<file path="src/rtl/tmc_pkg.sv">
// Package of constants, register map and types for the 8-bit timer/counter.
package tmc_pkg;

  // ---------------------------------------------------------------
  // Register map (byte addresses on the AHB-Lite slave)
  // ---------------------------------------------------------------
  localparam logic [7:0] TMC_ADDR_COUNT   = 8'h00;  // timer_count_value
  localparam logic [7:0] TMC_ADDR_OPTION  = 8'h04;  // option_settings
  localparam logic [7:0] TMC_ADDR_INTCTL  = 8'h08;  // interrupt_control
  localparam logic [7:0] TMC_ADDR_STATUS  = 8'h0c;  // Sticky event status, read only.
  localparam logic [7:0] TMC_ADDR_CLEAR   = 8'h10;  // Event clear, write only.
  localparam logic [7:0] TMC_ADDR_ENABLE  = 8'h14;  // Event interrupt enable.

  // ---------------------------------------------------------------
  // Field positions
  // ---------------------------------------------------------------
  localparam int TMC_OPT_PULLUP_DIS = 7;  // port_pullup_disable
  localparam int TMC_OPT_IRQ_EDGE   = 6;  // ext_irq_edge
  localparam int TMC_OPT_SRC_SEL    = 5;  // count_source_select
  localparam int TMC_OPT_EDGE_SEL   = 4;  // source_edge_select
  localparam int TMC_OPT_PSC_ASSIGN = 3;  // prescaler_assign
  localparam int TMC_OPT_RATE_HI    = 2;  // prescale_rate msb
  localparam int TMC_INT_OVF_IE     = 5;  // overflow_irq_enable
  localparam int TMC_INT_OVF_FLAG   = 2;  // overflow_flag
  localparam int TMC_EVT_OVERFLOW   = 0;  // Status bit: count wrapped.
  localparam int TMC_EVT_EXT_EDGE   = 1;  // Status bit: counted edge seen.
  localparam int TMC_EVT_W          = 2;

  // ---------------------------------------------------------------
  // Reset values and counts
  // ---------------------------------------------------------------
  localparam logic [7:0] TMC_RST_OPTION  = 8'hff;
  localparam logic [7:0] TMC_RST_INTCTL  = 8'h00;
  localparam logic [7:0] TMC_RST_COUNT   = 8'h00;
  localparam logic [7:0] TMC_COUNT_MAX   = 8'hff;
  localparam logic [1:0] TMC_INHIBIT_CYC = 2'h2;  // Instruction cycles without count.

  // AHB-Lite encodings.
  localparam logic [1:0] TMC_HTRANS_NONSEQ = 2'h2;
  localparam logic [1:0] TMC_HTRANS_SEQ    = 2'h3;

  // Internal phase clock, Gray coded along Q1..Q4.
  typedef enum logic [1:0] {
    TMC_Q1 = 2'b00,
    TMC_Q2 = 2'b01,
    TMC_Q3 = 2'b11,
    TMC_Q4 = 2'b10
  } tmc_phase_t;

endpackage : tmc_pkg

</file>
<file path="src/rtl/tmc_sync.sv">
// Three-stage synchroniser with an agreement filter for one pin input.
`timescale 1ns/1ps
`default_nettype none
module tmc_sync (
  input  wire logic clock,
  input  wire logic arst_n,
  input  wire logic pin_in,
  output logic      level_out
);

  logic meta_ff;
  logic sync2_ff;
  logic sync3_ff;
  logic level_ff;

  // ---------------------------------------------------------------
  // Chain
  // ---------------------------------------------------------------
  // Only the second stage reads the first; the filter looks at the later two.
  always_ff @(posedge clock or negedge arst_n) begin
    if (!arst_n) begin
      meta_ff  <= 1'b0;
      sync2_ff <= 1'b0;
      sync3_ff <= 1'b0;
    end else begin
      meta_ff  <= pin_in;
      sync2_ff <= meta_ff;
      sync3_ff <= sync2_ff;
    end
  end

  // A change counts once the second and third stages agree.
  always_ff @(posedge clock or negedge arst_n) begin
    if (!arst_n) begin
      level_ff <= 1'b0;
    end else if (sync2_ff == sync3_ff) begin
      level_ff <= sync3_ff;
    end
  end

  assign level_out = level_ff;

endmodule : tmc_sync
`default_nettype wire

</file>
<file path="src/rtl/tmc_timer.sv">
// Top of the 8-bit timer/counter with shared prescaler and AHB-Lite registers.
`timescale 1ns/1ps
`default_nettype none
// Summary of operation
// - Source 0 counts instruction cycles, maybe prescaled.
// - Count write pauses counting two instruction cycles.
// - Source 1 counts external input transitions.
// - Edge select: 1 falling, 0 rising.
// - Prescaler serves timer or watchdog, never both.
// - Rate code selects 1:2 up to 1:256.
// - Watchdog-owned prescaler gives timer 1:1.
// - Prescaler hidden; count write clears it when assigned to timer.
// - Watchdog clear also clears prescaler when owned.
// - Wrap FFh to 00h sets overflow flag.
// - Flag sticky; request only while enabled.
// - Timer frozen during Sleep.
// - External count sampled on Q2 and Q4.
// - Pull-up disable bit kills all pull-ups.
// - Interrupt edge bit: 1 rising, 0 falling.
module tmc_timer
  import tmc_pkg::*;
(
  input  wire logic        clock,
  input  wire logic        arst_n,
  input  wire logic        hsel,
  input  wire logic [31:0] haddr,
  input  wire logic [1:0]  htrans,
  input  wire logic        hwrite,
  input  wire logic [2:0]  hsize,
  input  wire logic [31:0] hwdata,
  input  wire logic        hready,
  output logic             hreadyout,
  output logic             hresp,
  output logic [31:0]      hrdata,
  input  wire logic        ext_count_input,
  input  wire logic        sleep,
  input  wire logic        watchdog_tick,
  input  wire logic        watchdog_clear_instr,
  output logic             overflow_irq_req,
  output logic             irq,
  output logic             port_pullup_disable,
  output logic             ext_irq_edge
);

  logic [7:0]          count_ff;
  logic [7:0]          option_ff;
  logic [7:0]          intctl_ff;
  logic [7:0]          psc_ff;
  logic [1:0]          inhibit_ff;
  tmc_phase_t          phase_ff;
  logic                ext_smp_ff;
  logic [TMC_EVT_W-1:0] status_ff;
  logic [TMC_EVT_W-1:0] enable_ff;
  logic                irq_ff;
  logic                req_ff;
  logic                hready_ff;
  logic [31:0]         hrdata_ff;
  logic                wr_pend_ff;
  logic [7:0]          wr_addr_ff;
  logic                ext_lvl;
  logic                addr_ok;
  logic                q4_tick;
  logic                ext_edge;
  logic                src_evt;
  logic                psc_to_timer;
  logic [7:0]          tap_mask;
  logic                cnt_inc;
  logic                wr_count;
  logic                wr_option;
  logic                wr_intctl;
  logic                wr_clear;
  logic                wr_enable;
  logic                ovf_evt;
  logic [31:0]         nxt_hrdata;

  // ---------------------------------------------------------------
  // External count input synchroniser
  // ---------------------------------------------------------------
  tmc_sync u_ext_sync (
    .clock     (clock),
    .arst_n    (arst_n),
    .pin_in    (ext_count_input),
    .level_out (ext_lvl)
  );

  // ---------------------------------------------------------------
  // AHB-Lite slave
  // ---------------------------------------------------------------
  // Zero wait states: every transfer is answered in its first data cycle.
  assign addr_ok = hsel && hready &&
                   (htrans == TMC_HTRANS_NONSEQ || htrans == TMC_HTRANS_SEQ);

  // Read data is prepared in the address phase so it leaves a flop.
  always_comb begin
    nxt_hrdata = 32'h0000_0000;
    unique case (haddr[7:0])
      TMC_ADDR_COUNT:  nxt_hrdata[7:0] = count_ff;
      TMC_ADDR_OPTION: nxt_hrdata[7:0] = option_ff;
      TMC_ADDR_INTCTL: nxt_hrdata[7:0] = intctl_ff;
      TMC_ADDR_STATUS: nxt_hrdata[TMC_EVT_W-1:0] = status_ff;
      TMC_ADDR_ENABLE: nxt_hrdata[TMC_EVT_W-1:0] = enable_ff;
      default:         nxt_hrdata = 32'h0000_0000;
    endcase
  end

  // Address phase capture; reads decode haddr[7:0] only, unmapped offsets read zero; writes outside the map are ignored.
  always_ff @(posedge clock or negedge arst_n) begin
    if (!arst_n) begin
      wr_pend_ff <= 1'b0;
      wr_addr_ff <= 8'h00;
      hrdata_ff  <= 32'h0000_0000;
      hready_ff  <= 1'b0;
    end else begin
      hready_ff  <= 1'b1;
      wr_pend_ff <= addr_ok && hwrite && haddr[31:8] == 24'h00_0000;
      if (addr_ok) begin
        wr_addr_ff <= haddr[7:0];
      end
      if (addr_ok && !hwrite) begin
        hrdata_ff <= nxt_hrdata;
      end
    end
  end

  assign wr_count  = wr_pend_ff && wr_addr_ff == TMC_ADDR_COUNT;
  assign wr_option = wr_pend_ff && wr_addr_ff == TMC_ADDR_OPTION;
  assign wr_intctl = wr_pend_ff && wr_addr_ff == TMC_ADDR_INTCTL;
  assign wr_clear  = wr_pend_ff && wr_addr_ff == TMC_ADDR_CLEAR;
  assign wr_enable = wr_pend_ff && wr_addr_ff == TMC_ADDR_ENABLE;

  // ---------------------------------------------------------------
  // Option register
  // ---------------------------------------------------------------
  // Rate, source and assignment written together take effect together.
  always_ff @(posedge clock or negedge arst_n) begin
    if (!arst_n) begin
      option_ff <= TMC_RST_OPTION;
    end else if (wr_option) begin
      option_ff <= hwdata[7:0];
    end
  end

  assign port_pullup_disable = option_ff[TMC_OPT_PULLUP_DIS];
  assign ext_irq_edge        = option_ff[TMC_OPT_IRQ_EDGE];

  // ---------------------------------------------------------------
  // Phase clock and instruction cycle
  // ---------------------------------------------------------------
  // Four system clocks make one instruction cycle; Sleep stops the phases.
  always_ff @(posedge clock or negedge arst_n) begin
    if (!arst_n) begin
      phase_ff <= TMC_Q1;
    end else if (!sleep) begin
      unique case (phase_ff)
        TMC_Q1: phase_ff <= TMC_Q2;
        TMC_Q2: phase_ff <= TMC_Q3;
        TMC_Q3: phase_ff <= TMC_Q4;
        TMC_Q4: phase_ff <= TMC_Q1;
      endcase
    end
  end

  assign q4_tick = phase_ff == TMC_Q4 && !sleep;

  // External level is sampled only on Q2 and Q4, which sets the minimum
  // pulse width the pin must hold.
  always_ff @(posedge clock or negedge arst_n) begin
    if (!arst_n) begin
      ext_smp_ff <= 1'b0;
    end else if (!sleep && (phase_ff == TMC_Q2 || phase_ff == TMC_Q4)) begin
      ext_smp_ff <= ext_lvl;
    end
  end

  // Edge on the sampled level, polarity picked by the edge select bit.
  assign ext_edge = !sleep && (phase_ff == TMC_Q2 || phase_ff == TMC_Q4) &&
                    (option_ff[TMC_OPT_EDGE_SEL] ?
                     (ext_smp_ff && !ext_lvl) : (!ext_smp_ff && ext_lvl));

  // Timer mode counts instruction cycles, counter mode counts edges.
  assign src_evt = option_ff[TMC_OPT_SRC_SEL] ? ext_edge : q4_tick;

  // ---------------------------------------------------------------
  // Shared prescaler
  // ---------------------------------------------------------------
  assign psc_to_timer = !option_ff[TMC_OPT_PSC_ASSIGN];
  // Bits 0..rate all set means the chosen tap falls on the next step.
  assign tap_mask = 8'(8'hff >> (3'd7 - option_ff[TMC_OPT_RATE_HI:0]));

  // The prescaler has no bus address; only writes and watchdog clears reach it.
  always_ff @(posedge clock or negedge arst_n) begin
    if (!arst_n) begin
      psc_ff <= 8'h00;
    end else if (psc_to_timer && wr_count) begin
      psc_ff <= 8'h00;
    end else if (!psc_to_timer && watchdog_clear_instr) begin
      psc_ff <= 8'h00;
    end else if (!sleep) begin
      if (psc_to_timer && src_evt && inhibit_ff == 2'h0) begin
        psc_ff <= psc_ff + 8'h01;
      end else if (!psc_to_timer && watchdog_tick) begin
        psc_ff <= psc_ff + 8'h01;
      end
    end
  end

  // ---------------------------------------------------------------
  // Count register
  // ---------------------------------------------------------------
  // With the prescaler on the watchdog the timer sees every source event.
  assign cnt_inc = !sleep && inhibit_ff == 2'h0 && !wr_count && src_evt &&
                   (!psc_to_timer || (psc_ff & tap_mask) == tap_mask);

  // Write pause, counted in instruction cycles after the write.
  always_ff @(posedge clock or negedge arst_n) begin
    if (!arst_n) begin
      inhibit_ff <= 2'h0;
    end else if (wr_count) begin
      inhibit_ff <= TMC_INHIBIT_CYC;
    end else if (q4_tick && inhibit_ff != 2'h0) begin
      inhibit_ff <= inhibit_ff - 2'h1;
    end
  end

  // A bus write beats a coincident increment.
  always_ff @(posedge clock or negedge arst_n) begin
    if (!arst_n) begin
      count_ff <= TMC_RST_COUNT;
    end else if (wr_count) begin
      count_ff <= hwdata[7:0];
    end else if (cnt_inc) begin
      count_ff <= count_ff + 8'h01;
    end
  end

  assign ovf_evt = cnt_inc && count_ff == TMC_COUNT_MAX;

  // ---------------------------------------------------------------
  // Interrupt control and event status
  // ---------------------------------------------------------------
  // The overflow flag is set regardless of its enable; set wins over clear.
  always_ff @(posedge clock or negedge arst_n) begin
    if (!arst_n) begin
      intctl_ff <= TMC_RST_INTCTL;
    end else begin
      if (wr_intctl) begin
        intctl_ff <= hwdata[7:0];
      end
      if (ovf_evt) begin
        intctl_ff[TMC_INT_OVF_FLAG] <= 1'b1;
      end
    end
  end

  // Request follows flag and enable; it cannot wake the core from Sleep.
  always_ff @(posedge clock or negedge arst_n) begin
    if (!arst_n) begin
      req_ff <= 1'b0;
    end else begin
      req_ff <= intctl_ff[TMC_INT_OVF_FLAG] && intctl_ff[TMC_INT_OVF_IE];
    end
  end

  assign overflow_irq_req = req_ff;

  // Sticky status: write-one-to-clear, a new event in the same cycle wins.
  always_ff @(posedge clock or negedge arst_n) begin
    if (!arst_n) begin
      status_ff <= '0;
    end else begin
      status_ff <= (status_ff & ~(wr_clear ? hwdata[TMC_EVT_W-1:0] : '0)) |
                   {ext_edge && option_ff[TMC_OPT_SRC_SEL], ovf_evt};
    end
  end

  // Enable register and the level interrupt, one cycle behind the status.
  always_ff @(posedge clock or negedge arst_n) begin
    if (!arst_n) begin
      enable_ff <= '0;
      irq_ff    <= 1'b0;
    end else begin
      if (wr_enable) begin
        enable_ff <= hwdata[TMC_EVT_W-1:0];
      end
      irq_ff <= |(status_ff & enable_ff);
    end
  end

  assign irq       = irq_ff;
  assign hreadyout = hready_ff;
  assign hresp     = 1'b0;
  assign hrdata    = hrdata_ff;
endmodule : tmc_timer
`default_nettype wire

</file>
<file path="config.mk">
export PLATFORM = sky130hd
export DESIGN_NAME = tmc_timer
export DESIGN_NICKNAME = d
export VERILOG_FILES = /design/src/rtl/tmc_pkg.sv /design/src/rtl/tmc_sync.sv /design/src/rtl/tmc_timer.sv
export SDC_FILE = /design/constraint.sdc
export NUM_CORES = 1
export LEC_CHECK = 0
export ABC_AREA = 1
export BUFFER_PORTS_ARGS = -buffer_cell sky130_fd_sc_hd__buf_2
export CAP_MARGIN = 20
export CORE_MARGIN = 1.5
export CORE_UTILIZATION = 47
export DETAILED_ROUTE_END_ITERATION = 10
export GPL_TIMING_DRIVEN = 0
export PLACE_DENSITY = 0.79
export SLEW_MARGIN = 20
export SYNTH_ARGS = -nofsm -noshare
export SYNTH_HDL_FRONTEND = slang
export SYNTH_SLANG_ARGS = --single-unit
</file>
<file path="constraint.sdc">
create_clock -name clock -period 1.5 [get_ports clock]
set_input_delay 0.225 -clock clock [delete_from_list [all_inputs] [get_ports clock]]
set_output_delay 0.225 -clock clock [all_outputs]
set_load 0.005 [all_outputs]
</file>
# [Word-level counts from Yosys, hierarchy flattened]
# Cells that the tools add are included.
# Widths: inputs -> output; s select.
[classes] multipliers=0 eq_ne=17 n_bitwise=5 n_lt_le_gt_ge=0 n_reduce_logical=49 n_mux=17 add_sub_neg=4 div_mod_pow=0 n_shift=1
[ops] cell="$mux 8" n=7
[ops] cell="$logic_and 1x1->1" n=28
[ops] cell="$eq 8x4->1 const B" n=3
[ops] cell="$eq 8x5->1 const B" n=3
[ops] cell="$logic_not 24->1" n=1
[ops] cell="$pmux 6 s3" n=1
[ops] cell="$add 8x1->8 const B" n=2
[ops] cell="$eq 8x3->1 const B" n=2
[ops] cell="$logic_not 8->1" n=2
[ops] cell="$pmux 2 s5" n=1
[ops] cell="$and 8x8->8" n=1
[ops] cell="$eq 2x2->1 const B" n=4
[ops] cell="$eq 8x8->1" n=1
[ops] cell="$eq 8x8->1 const B" n=1
[ops] cell="$pmux 2 s4" n=1
[ops] cell="$reduce_bool 2->1" n=4
[ops] cell="$shr 8x3->8 const A" n=1
[ops] cell="$logic_not 1->1" n=6
[ops] cell="$mux 2" n=3
[ops] cell="$and 2x2->2" n=2
[ops] cell="$logic_not 2->1" n=2
[ops] cell="$reduce_bool 4->1" n=1
[ops] cell="$logic_or 1x1->1" n=3
[ops] cell="$mux 1" n=3
[ops] cell="10 further kinds" n=10
[totals] input_bits=78 elab_cells=113 mem_bits_ro=0 n_memories=0 mem_bits_rw=0 latchBits=0 output_inout_bits=38 ff_bits=65

# [Longest topological paths before layout]
# Gate-level depths: netlist (run 1).
[depth] depth_word=11 ltp_mapped=12 ltp_nobuf=12

# [Cells and area by module]
# From an unflattened synthesis (run 1), not the netlist that was laid out.
[unflattened] cells_unflattened=473 hier_area_um2=3707.3
[modules_own_cells] mod="tmc_timer" cells_per_inst=465 area_per_inst_um2=3590.9 seq_area_each_um2=1536.5 n_inst=1
[modules_own_cells] mod="tmc_sync" cells_per_inst=8 area_per_inst_um2=116.4 seq_area_each_um2=100.1 n_inst=1

# [Worst setup path before layout (run 1)]
# No wires, ideal clock.
[synth_timing] path_kind="flip-flop to flip-flop" startpoint="register phase_ff[0]" endpoint="register count_ff[2]" synth_period_minus_slack_ns=1.531 required_time_ns=1.383 path_stages_with_launch=13 arrival_ns=1.414 path_slack_ns=-0.031 setup_ns=0.117 path_buffers=1 cell_sequence="dfrtp_1 -> inv_1 -> ha_1 -> nand2_1 -> nor2_1 -> nand3_1 -> nand2_1 -> inv_1 -> nor2_1 -> nand2_2 -> buf_6 -> nand3_1 -> nand2_1"
[synth_via] elab_chain_cells=8 word_cells_on_any_way=10 cone_classes="eq/ne: 2; mux: 1; reduce/logical: 7"
[synth_lines] element="start, declared" line_no="tmc_timer.sv:50" text="tmc_phase_t phase_ff;"
[synth_lines] element="start signal, assigned" line_no="tmc_timer.sv:152" text="phase_ff <= TMC_Q1;"
[synth_lines] element="start signal, assigned" line_no="tmc_timer.sv:155" text="TMC_Q1: phase_ff <= TMC_Q2;"
[synth_lines] element="start signal, assigned" line_no="tmc_timer.sv:156" text="TMC_Q2: phase_ff <= TMC_Q3;"
[synth_lines] element="$eq 2x1->1 or $eq 2x2->1 (tied branches)" line_no="tmc_timer.sv:176, tmc_timer.sv:163"
[synth_lines] element="$logic_or 1x1->1" line_no="tmc_timer.sv:176" text="assign ext_edge = !sleep && (phase_ff == TMC_Q2 || phase_ff == TMC_Q4) &&"
[synth_lines] element="$logic_and 1x1->1 (2 in a row)" line_no="tmc_timer.sv:176"
[synth_lines] element="$mux 1 *" line_no="tmc_timer.sv:181" text="assign src_evt = option_ff[TMC_OPT_SRC_SEL] ? ext_edge : q4_tick;"
[synth_lines] element="$logic_and 1x1->1 * (2 in a row)" line_no="tmc_timer.sv:211" text="assign cnt_inc = !sleep && inhibit_ff == 2'h0 && !wr_count && src_evt &&"
[synth_lines] element="$reduce_bool 2->1 (no source line) *"
[synth_lines] element="end signal, assigned" line_no="tmc_timer.sv:230" text="count_ff <= hwdata[7:0];"
[synth_lines] element="end signal, assigned" line_no="tmc_timer.sv:232" text="count_ff <= count_ff + 8'h01;"
[synth_lines] element="end, declared" line_no="tmc_timer.sv:45" text="logic [7:0] count_ff;"
# Every way passes the cells marked *; elsewhere a longest branch is shown, timed or not.
# A chain may end at the register's enable or synchronous reset.

# [Worst setup path after layout (run 1)]
[layout_timing] startpoint="register phase_ff[1]" endpoint="register count_ff[3]"
# The elaborated chain is that of the path after synthesis.

==> results of run 1 <==
[worst paths after layout]
check / startpoint / endpoint / depth (start not counted)
setup / recovery: phase_ff[1]$_DFFE_PN0N_ / count_ff[3]$_DFFE_PN0P_ / 12
hold / removal: haddr[13] / wr_pend_ff$_DFF_PN0_ / 4
setup reg to reg: phase_ff[1]$_DFFE_PN0N_ / count_ff[3]$_DFFE_PN0P_ / 12
hold reg to reg: u_ext_sync.meta_ff$_DFF_PN0_ / u_ext_sync.sync2_ff$_DFF_PN0_ / 0
max in group asynchronous: arst_n / option_ff[4]$_DFFE_PN1P_ / 3
min in group asynchronous: arst_n / psc_ff[5]$_DFFE_PN0P_ / 2
[area by class of cell]
class | count | share of cell area (%)
sequential | 65 | 34.3
tap | 102 | 2.67
multi-input combinational | 350 | 39.3
timing repair buffer | 80 | 10.3
clock buffer | 12 | 3.04
clock inverter | 3 | 0.419
inverter | 54 | 4.24
buffer | 35 | 5.74
[through the flow]
stage                     TNS (ns)  total power [mW]
after floorplan             -0.179              3.37
after global placement       -4.58              3.70
after detailed placement     -4.96              3.80
after CTS                    -2.84              5.31
after global routing         -4.25              5.80
final                        -2.28              5.46
[logic make-up after synthesis]
kind of cell | after synthesis | share of synthesized area, %
buffers and inverters | 89 | 12.6
other | 2 | 0.200
DFF | 65 | 43.7
xor gates and xnor gates | 7 | 1.64
and+or+nand+nor | 251 | 31.0
AOI/OAI and AO/OA | 58 | 8.31
adders and majority gates | 8 | 2.60
[state kept, by name, summed over array words and instances, names as in the netlist, 2 cells and up]
| signal | flops |
|---|---|
| count_ff | 8 |
| enable_ff | 2 |
| hrdata | 8 |
| inhibit_ff | 2 |
| intctl_ff | 8 |
| option_ff | 8 |
| phase_ff | 2 |
| psc_ff | 8 |
| status_ff | 2 |
| wr_addr_ff | 8 |
[routing by layer]
| layer | global-route usage, % | routed length [um] | vias up |
|---|---|---|---|
| met4 | 6.79 | 106 | 0 |
| met5 | 0 | 0 | - |
| met1 | 31.1 | 4270 | 1655 |
| li1 | - | - | 1740 |
| met3 | 6.08 | 610 | 14 |
| met2 | 38.0 | 4570 | 124 |
[what timing repair did]
| action | in CTS | in global routing |
|---|---|---|
| setup endpoints to repair | 22 | 33 |
| cloned | 1 | 1 |
| hold buffers | 2 | 0 |
| pin swaps | 13 | 14 |
| resized for setup | 21 | 34 |
| buffers inserted | 8 | 6 |
| hold endpoints to repair | 26 | 0 |
[synthesized netlist by cell type, types with 2 or more instances]
library cell and number:
a21oi_1 8, buf_2 4, buf_4 26, buf_6 3
conb_1 2, dfrtp_1 57, dfstp_2 8, ha_1 7
inv_1 49, inv_2 5, nand2_1 128, nand2_2 5
nand3_1 55, nand3b_1 2, nand4_1 7, nor2_1 33
nor2_4 2, nor3_1 2, nor3_4 2, nor4_1 7
o211ai_1 4, o21ai_0 36, o21ai_1 7, o21ai_2 2
or2_2 2, xnor2_1 2, xor2_1 5
[power by group through the flow]
| stage | Sequential, mW | Combinational, mW | Clock [mW] |
|---|---|---|---|
| after CTS | 2.34 | 1.63 | 1.34 |
| final | 2.37 | 1.78 | 1.31 |
| after global routing | 2.41 | 1.99 | 1.40 |
| after detailed placement | 2.37 | 1.43 | 0 |
| after global placement | 2.35 | 1.35 | 0 |
| after floorplan | 2.30 | 1.07 | 0 |
[worst max-delay path: stages, from the launching register on]
cell,delay (ns)
dfrtp_1,0.37
inv_2,0.07
ha_4,0.28
nand2_4,0.05
nor2_4,0.08
nand3_2,0.08
nand2_2,0.10
inv_2,0.04
nor2_2,0.08
nand2_2,0.12
buf_6,0.16
nand3_2,0.06
nand2_1,0.05
==> out/results.ini, run 1 <==
[status]
status=finished, violations left
violations=negative setup slack

[sta]
grt_setup_unrepaired=true
timing.fmax_ghz=0.607
skew_ns=0.00803
worst_slew_pin_slew_ns=0.564
hold_viol_final=0
period_minus_slack_ns=1.65
setup_ws_ns=-0.147
slew_violations=0
slew_headroom_pct=62.2
fin_crit_sh_pct=110
fin_hold_ws_ns=0.116
setup_viol=23

[job]
drv_cap=0

[critical_path]
worstSetupStartpointType=flip-flop
cp-end-kind=flip-flop
reg2reg_slack_ns=-0.15
arrival_ns=1.89
required_ns=1.74
worstSetupPathType=reg2reg
worstPathMaxFanout=5

[power]
intPower_mw=3.50
p_leak_nw=2.62
p_sw_mw=1.95
p_clk_share_pct=24.1
swShare_pct=35.8
ir_drop_mv=0.542
power.share.sequential_pct=43.4
power_density_nw_per_um2=1140
combPwrFrac_pct=32.5

[yosys]
ys_ff_latch=65
async_flop_share_pct=100
ys_seq_area_share_pct=43.7
yosys_warnings=0
synth_cells=480
synthDominantCellAreaShare_pct=38.1
syn_avg_cell_area_sq_um=7.81
synth_cell_types=37
synth_area_sq_um=3750
synth_edf_count=0
yosys.area.top_type=dfrtp_1
synth_ff_type=dfrtp_1
yosys-top-cells-area=dfrtp_1 38%, nand2_1 13%, nand3_1 7.3%

[floorplanning]
fp.dieH_um=92.3
fp.coreArea_sq_um=7730
die_area_sq_um=8520
rows=32
num_io_pins=116
start_util_pct=48.5
die_w_um=92.3

[global_route]
grt_pass1_wl_um=15600
grt_start_max_net_pins=37
grt_pass1_vias=3339
overflow=0
grtUsageTotal_pct=23.5
antenna_found_initial=0

[placement]
detailedPlacementHpwl_um=6780
io_buffers=62
dp_cells=669
gp_congestion=0.918
post_dp_cell_area_sq_um=4300
dp_slack_ns=-0.296

[hold_path]
hold_path.class=in2reg

[cells_and_area]
design_area_sq_um=4780
multi_input_comb_area_sq_um=1880
regArea_sq_um=1640
syn2layout_area_growth_pct=27.5
layout_common_cells=118 x nand2_1, 64 x buf_2, 57 x dfrtp_1
layout_commonest_cell=nand2_1
nFillCells=665
post-route-util_pct=61.8
nNetsFinal=680
drive_above_1_share_pct=31.1
diodes=0
layoutNonFillerInstCount=701

[route]
drt_wl_total_um=9550
ant_nets=0
drc_errors=0
vias=3533
wire_per_inst_um=13.6
dr.pass1.iters=5
first_iter_violations=221
vias_per_cell=5.04

[cts]
cts_sinks=65
cts_tree=yes
clk_path_buf_depth=2
cts_buffers=9
clk_latency_ns=0.35
cts-root-buf=clkbuf_8
clk_pin_slew_worst_paths_ns=0.07
htreeDepth=3

Note: power is estimated with default switching activity, not from simulation.
==> inputs of run 2 (changes only) <==
Settings changed: CORE_UTILIZATION 47 to 50, PLACE_DENSITY 0.79 to 0.8.
Clock period 1.5 ns to 2 ns, I/O delays scaled along.
==> out/results.ini, run 2 (synthesized netlist as in run 1, its figures left out) <==
[floorplanning]
num_io_pins=116  ; unchanged
start_util_pct=51.7  ; was 48.5%
fp.coreArea_sq_um=7250  ; was 7730 sq um
die_area_sq_um=8020  ; was 8520 sq um
die_w_um=89.6  ; was 92.3 um
rows=31  ; was 32
fp.dieH_um=89.6  ; was 92.3 um

[global_route]
grt_start_max_net_pins=45  ; was 37
grt_pass1_vias=3144  ; was 3,339
grtUsageTotal_pct=23.4  ; was 23.5%
antenna_found_initial=0  ; unchanged
grt_pass1_wl_um=14200  ; was 15,600 um
overflow=0  ; unchanged

[placement]
post_dp_cell_area_sq_um=4290  ; was 4300 sq um
gp_congestion=0.898  ; was 0.918
io_buffers=62  ; unchanged
dp_cells=666  ; was 669
detailedPlacementHpwl_um=6460  ; was 6780 um

[sta]
tns_ns=0  ; was -2.28 ns
period_minus_slack_ns=1.81  ; was 1.65 ns
timing.fmax_ghz=0.553  ; was 0.607 GHz
fin_crit_sh_pct=90.5  ; was 110%
skew_ns=0.00745  ; was 0.00803 ns
grt_setup_unrepaired=false  ; was true
slew_violations=0  ; unchanged
setup_viol=0  ; was 23
hold_viol_final=0  ; unchanged

[cts]
clk_latency_ns=0.35  ; about the same
cts_tree=yes  ; unchanged
cts-root-buf=clkbuf_8  ; unchanged
cts_buffers=9  ; unchanged
cts_sinks=65  ; unchanged
clk_path_buf_depth=2  ; unchanged
clk_pin_slew_worst_paths_ns=0.08  ; was 0.07 ns
htreeDepth=3  ; unchanged
cts_setup_buffers=0  ; was 8

[critical_path]
cp-end-kind=flip-flop  ; unchanged
worstSetupStartpointType=flip-flop  ; unchanged
worstPathMaxFanout=10  ; was 5
path_cells=inv_1 > ha_1 > nand2_1 > nor2_2 > nand3_2 > nand2_1 > inv_1 > nor2_1 > nand2_2 > buf_6 > nand3_1 > nand2_1  ; was inv_2 > ha_4 > nand2_4 > nor2_4 > nand3_2 > nand2_2 > inv_2 > nor2_2 > nand2_2 > buf_6 > nand3_2 > nand2_1
critPathMaxStageDelay_ns=0.39  ; was 0.37 ns
arrival_ns=2.05  ; was 1.89 ns
slowest_stage=dfrtp_1  ; unchanged
critical_path.top_delay_family=simple AND/OR/NAND/NOR gates  ; unchanged
crit_top_cell=nand2_1
cp_num_buf_inv=3  ; unchanged
cp_num_cells=12  ; unchanged
worstSetupPathType=reg2reg  ; unchanged
required_ns=2.24  ; was 1.74 ns
reg2reg_depth=12  ; unchanged

[status]
status=finished clean  ; was finished, violations left

[cells_and_area]
diodes=0  ; unchanged
design_area_sq_um=4530  ; was 4780 sq um
nNetsFinal=664  ; was 680
nFillCells=637  ; was 665
drive_above_1_share_pct=25.2  ; was 31.1%
syn2layout_area_growth_pct=20.8  ; was 27.5%
layout_common_cells=127 x nand2_1, 65 x buf_2, 57 x dfrtp_1  ; was 118 x nand2_1, 64 x buf_2, 57 x dfrtp_1
layoutNonFillerInstCount=683  ; was 701
layout_commonest_cell=nand2_1  ; unchanged

[route]
vias=3357  ; was 3,533
drt_wl_total_um=8590  ; was 9550 um
dr.pass1.iters=5  ; unchanged
wire_per_inst_um=12.6  ; was 13.6 um
drc_errors=0  ; unchanged
ant_nets=0  ; unchanged
vias_per_cell=4.92  ; was 5.04
first_iter_violations=197  ; was 221

[hold_path]
hold_path.class=in2reg  ; unchanged
whs_path_depth=1  ; was 4

[job]
drv_cap=0  ; unchanged

[power]
ir_drop_mv=0.491  ; was 0.542 mV
power_density_nw_per_um2=886  ; was 1140 nW/um^2
p_leak_nw=2.49  ; was 2.62 nW
power_mw=4.01  ; was 5.46 mW

==> run 2: cell types whose count changed in the layout (fill, tap and decap cells not counted), moves of 4 or more <==
| cell | change |
|---|---|
| buf_6 | -8 |
| o21ai_1 | -4 |
| nand3_1 | +8 |
| buf_4 | -8 |
| o21ai_0 | +7 |
| nand3_2 | -8 |
| nand2_2 | -4 |
| nand2_4 | -5 |
| nand2_1 | +9 |
==> run 2: stage by stage <==
step | utilization (%) | hold slack, ns | worst slack (ns)
after floorplan | - | 0.00441 | 0.469
after global placement | 58.9 | 0.337 | 0.240
after detailed placement | 59.2 | 0.207 | 0.205
after CTS | 62.2 | 0.0551 | 0.134
after global routing | 62.4 | 0.0416 | 0.0121
final | 62.4 | 0.0628 | 0.190
==> run 2: final timing paths <==
check	start	endpoint	slack, ns
max in group asynchronous	arst_n	option_ff[4]$_DFFE_PN1P_	1.02
worst min register to register	u_ext_sync.meta_ff$_DFF_PN0_	u_ext_sync.sync2_ff$_DFF_PN0_	0.36
min in group asynchronous	arst_n	psc_ff[6]$_DFFE_PN0P_	0.38
worst min-delay path	ext_count_input	u_ext_sync.meta_ff$_DFF_PN0_	0.06
worst max-delay path	phase_ff[0]$_DFFE_PN0N_	count_ff[0]$_DFFE_PN0P_	0.19
worst max register to register	phase_ff[0]$_DFFE_PN0N_	count_ff[0]$_DFFE_PN0P_	0.19
==> run 2: worst reg2reg max path: stages (launching register included) <==
cell,delay [ns]
dfrtp_1,0.39
inv_1,0.09
ha_1,0.28
nand2_1,0.08
nor2_2,0.11
nand3_2,0.10
nand2_1,0.10
inv_1,0.04
nor2_1,0.13
nand2_2,0.10
buf_6,0.15
nand3_1,0.07
nand2_1,0.06
==> run 2: where the power goes <==
part           internal, mW  switching, mW
Clock                 0.644          0.524
Sequential             1.54          0.219
Combinational         0.484          0.603
Total                  2.66           1.35
==> run 2: final cells by class <==
class	count	area [sq um]	share of cell area [%]
Buffer	35	268	5.92
Clock buffer	12	155	3.43
Clock inverter	4	51.3	1.13
Inverter	54	203	4.48
Multi-Input combinational cell	350	1750	38.6
Sequential cell	65	1640	36.2
Tap cell	99	124	2.74
Timing Repair Buffer	64	343	7.58
==> run 2: layer usage <==
layer  up-vias  part of all wire (%)  track usage [%]
li1       1698                     -                -
met1      1529                    46             30.8
met2       119                    47             37.4
met3        11                   5.9             6.31
met4         0                   1.0             8.11
met5         -                     0                0
==> run 2: repair_timing <==
item / 4_1_cts / 5_1_grt
gates resized for setup: 0 / 4
hold buffers: 1 / 0
setup endpoints to repair: 0 / 12
hold endpoints to repair: 21 / 0
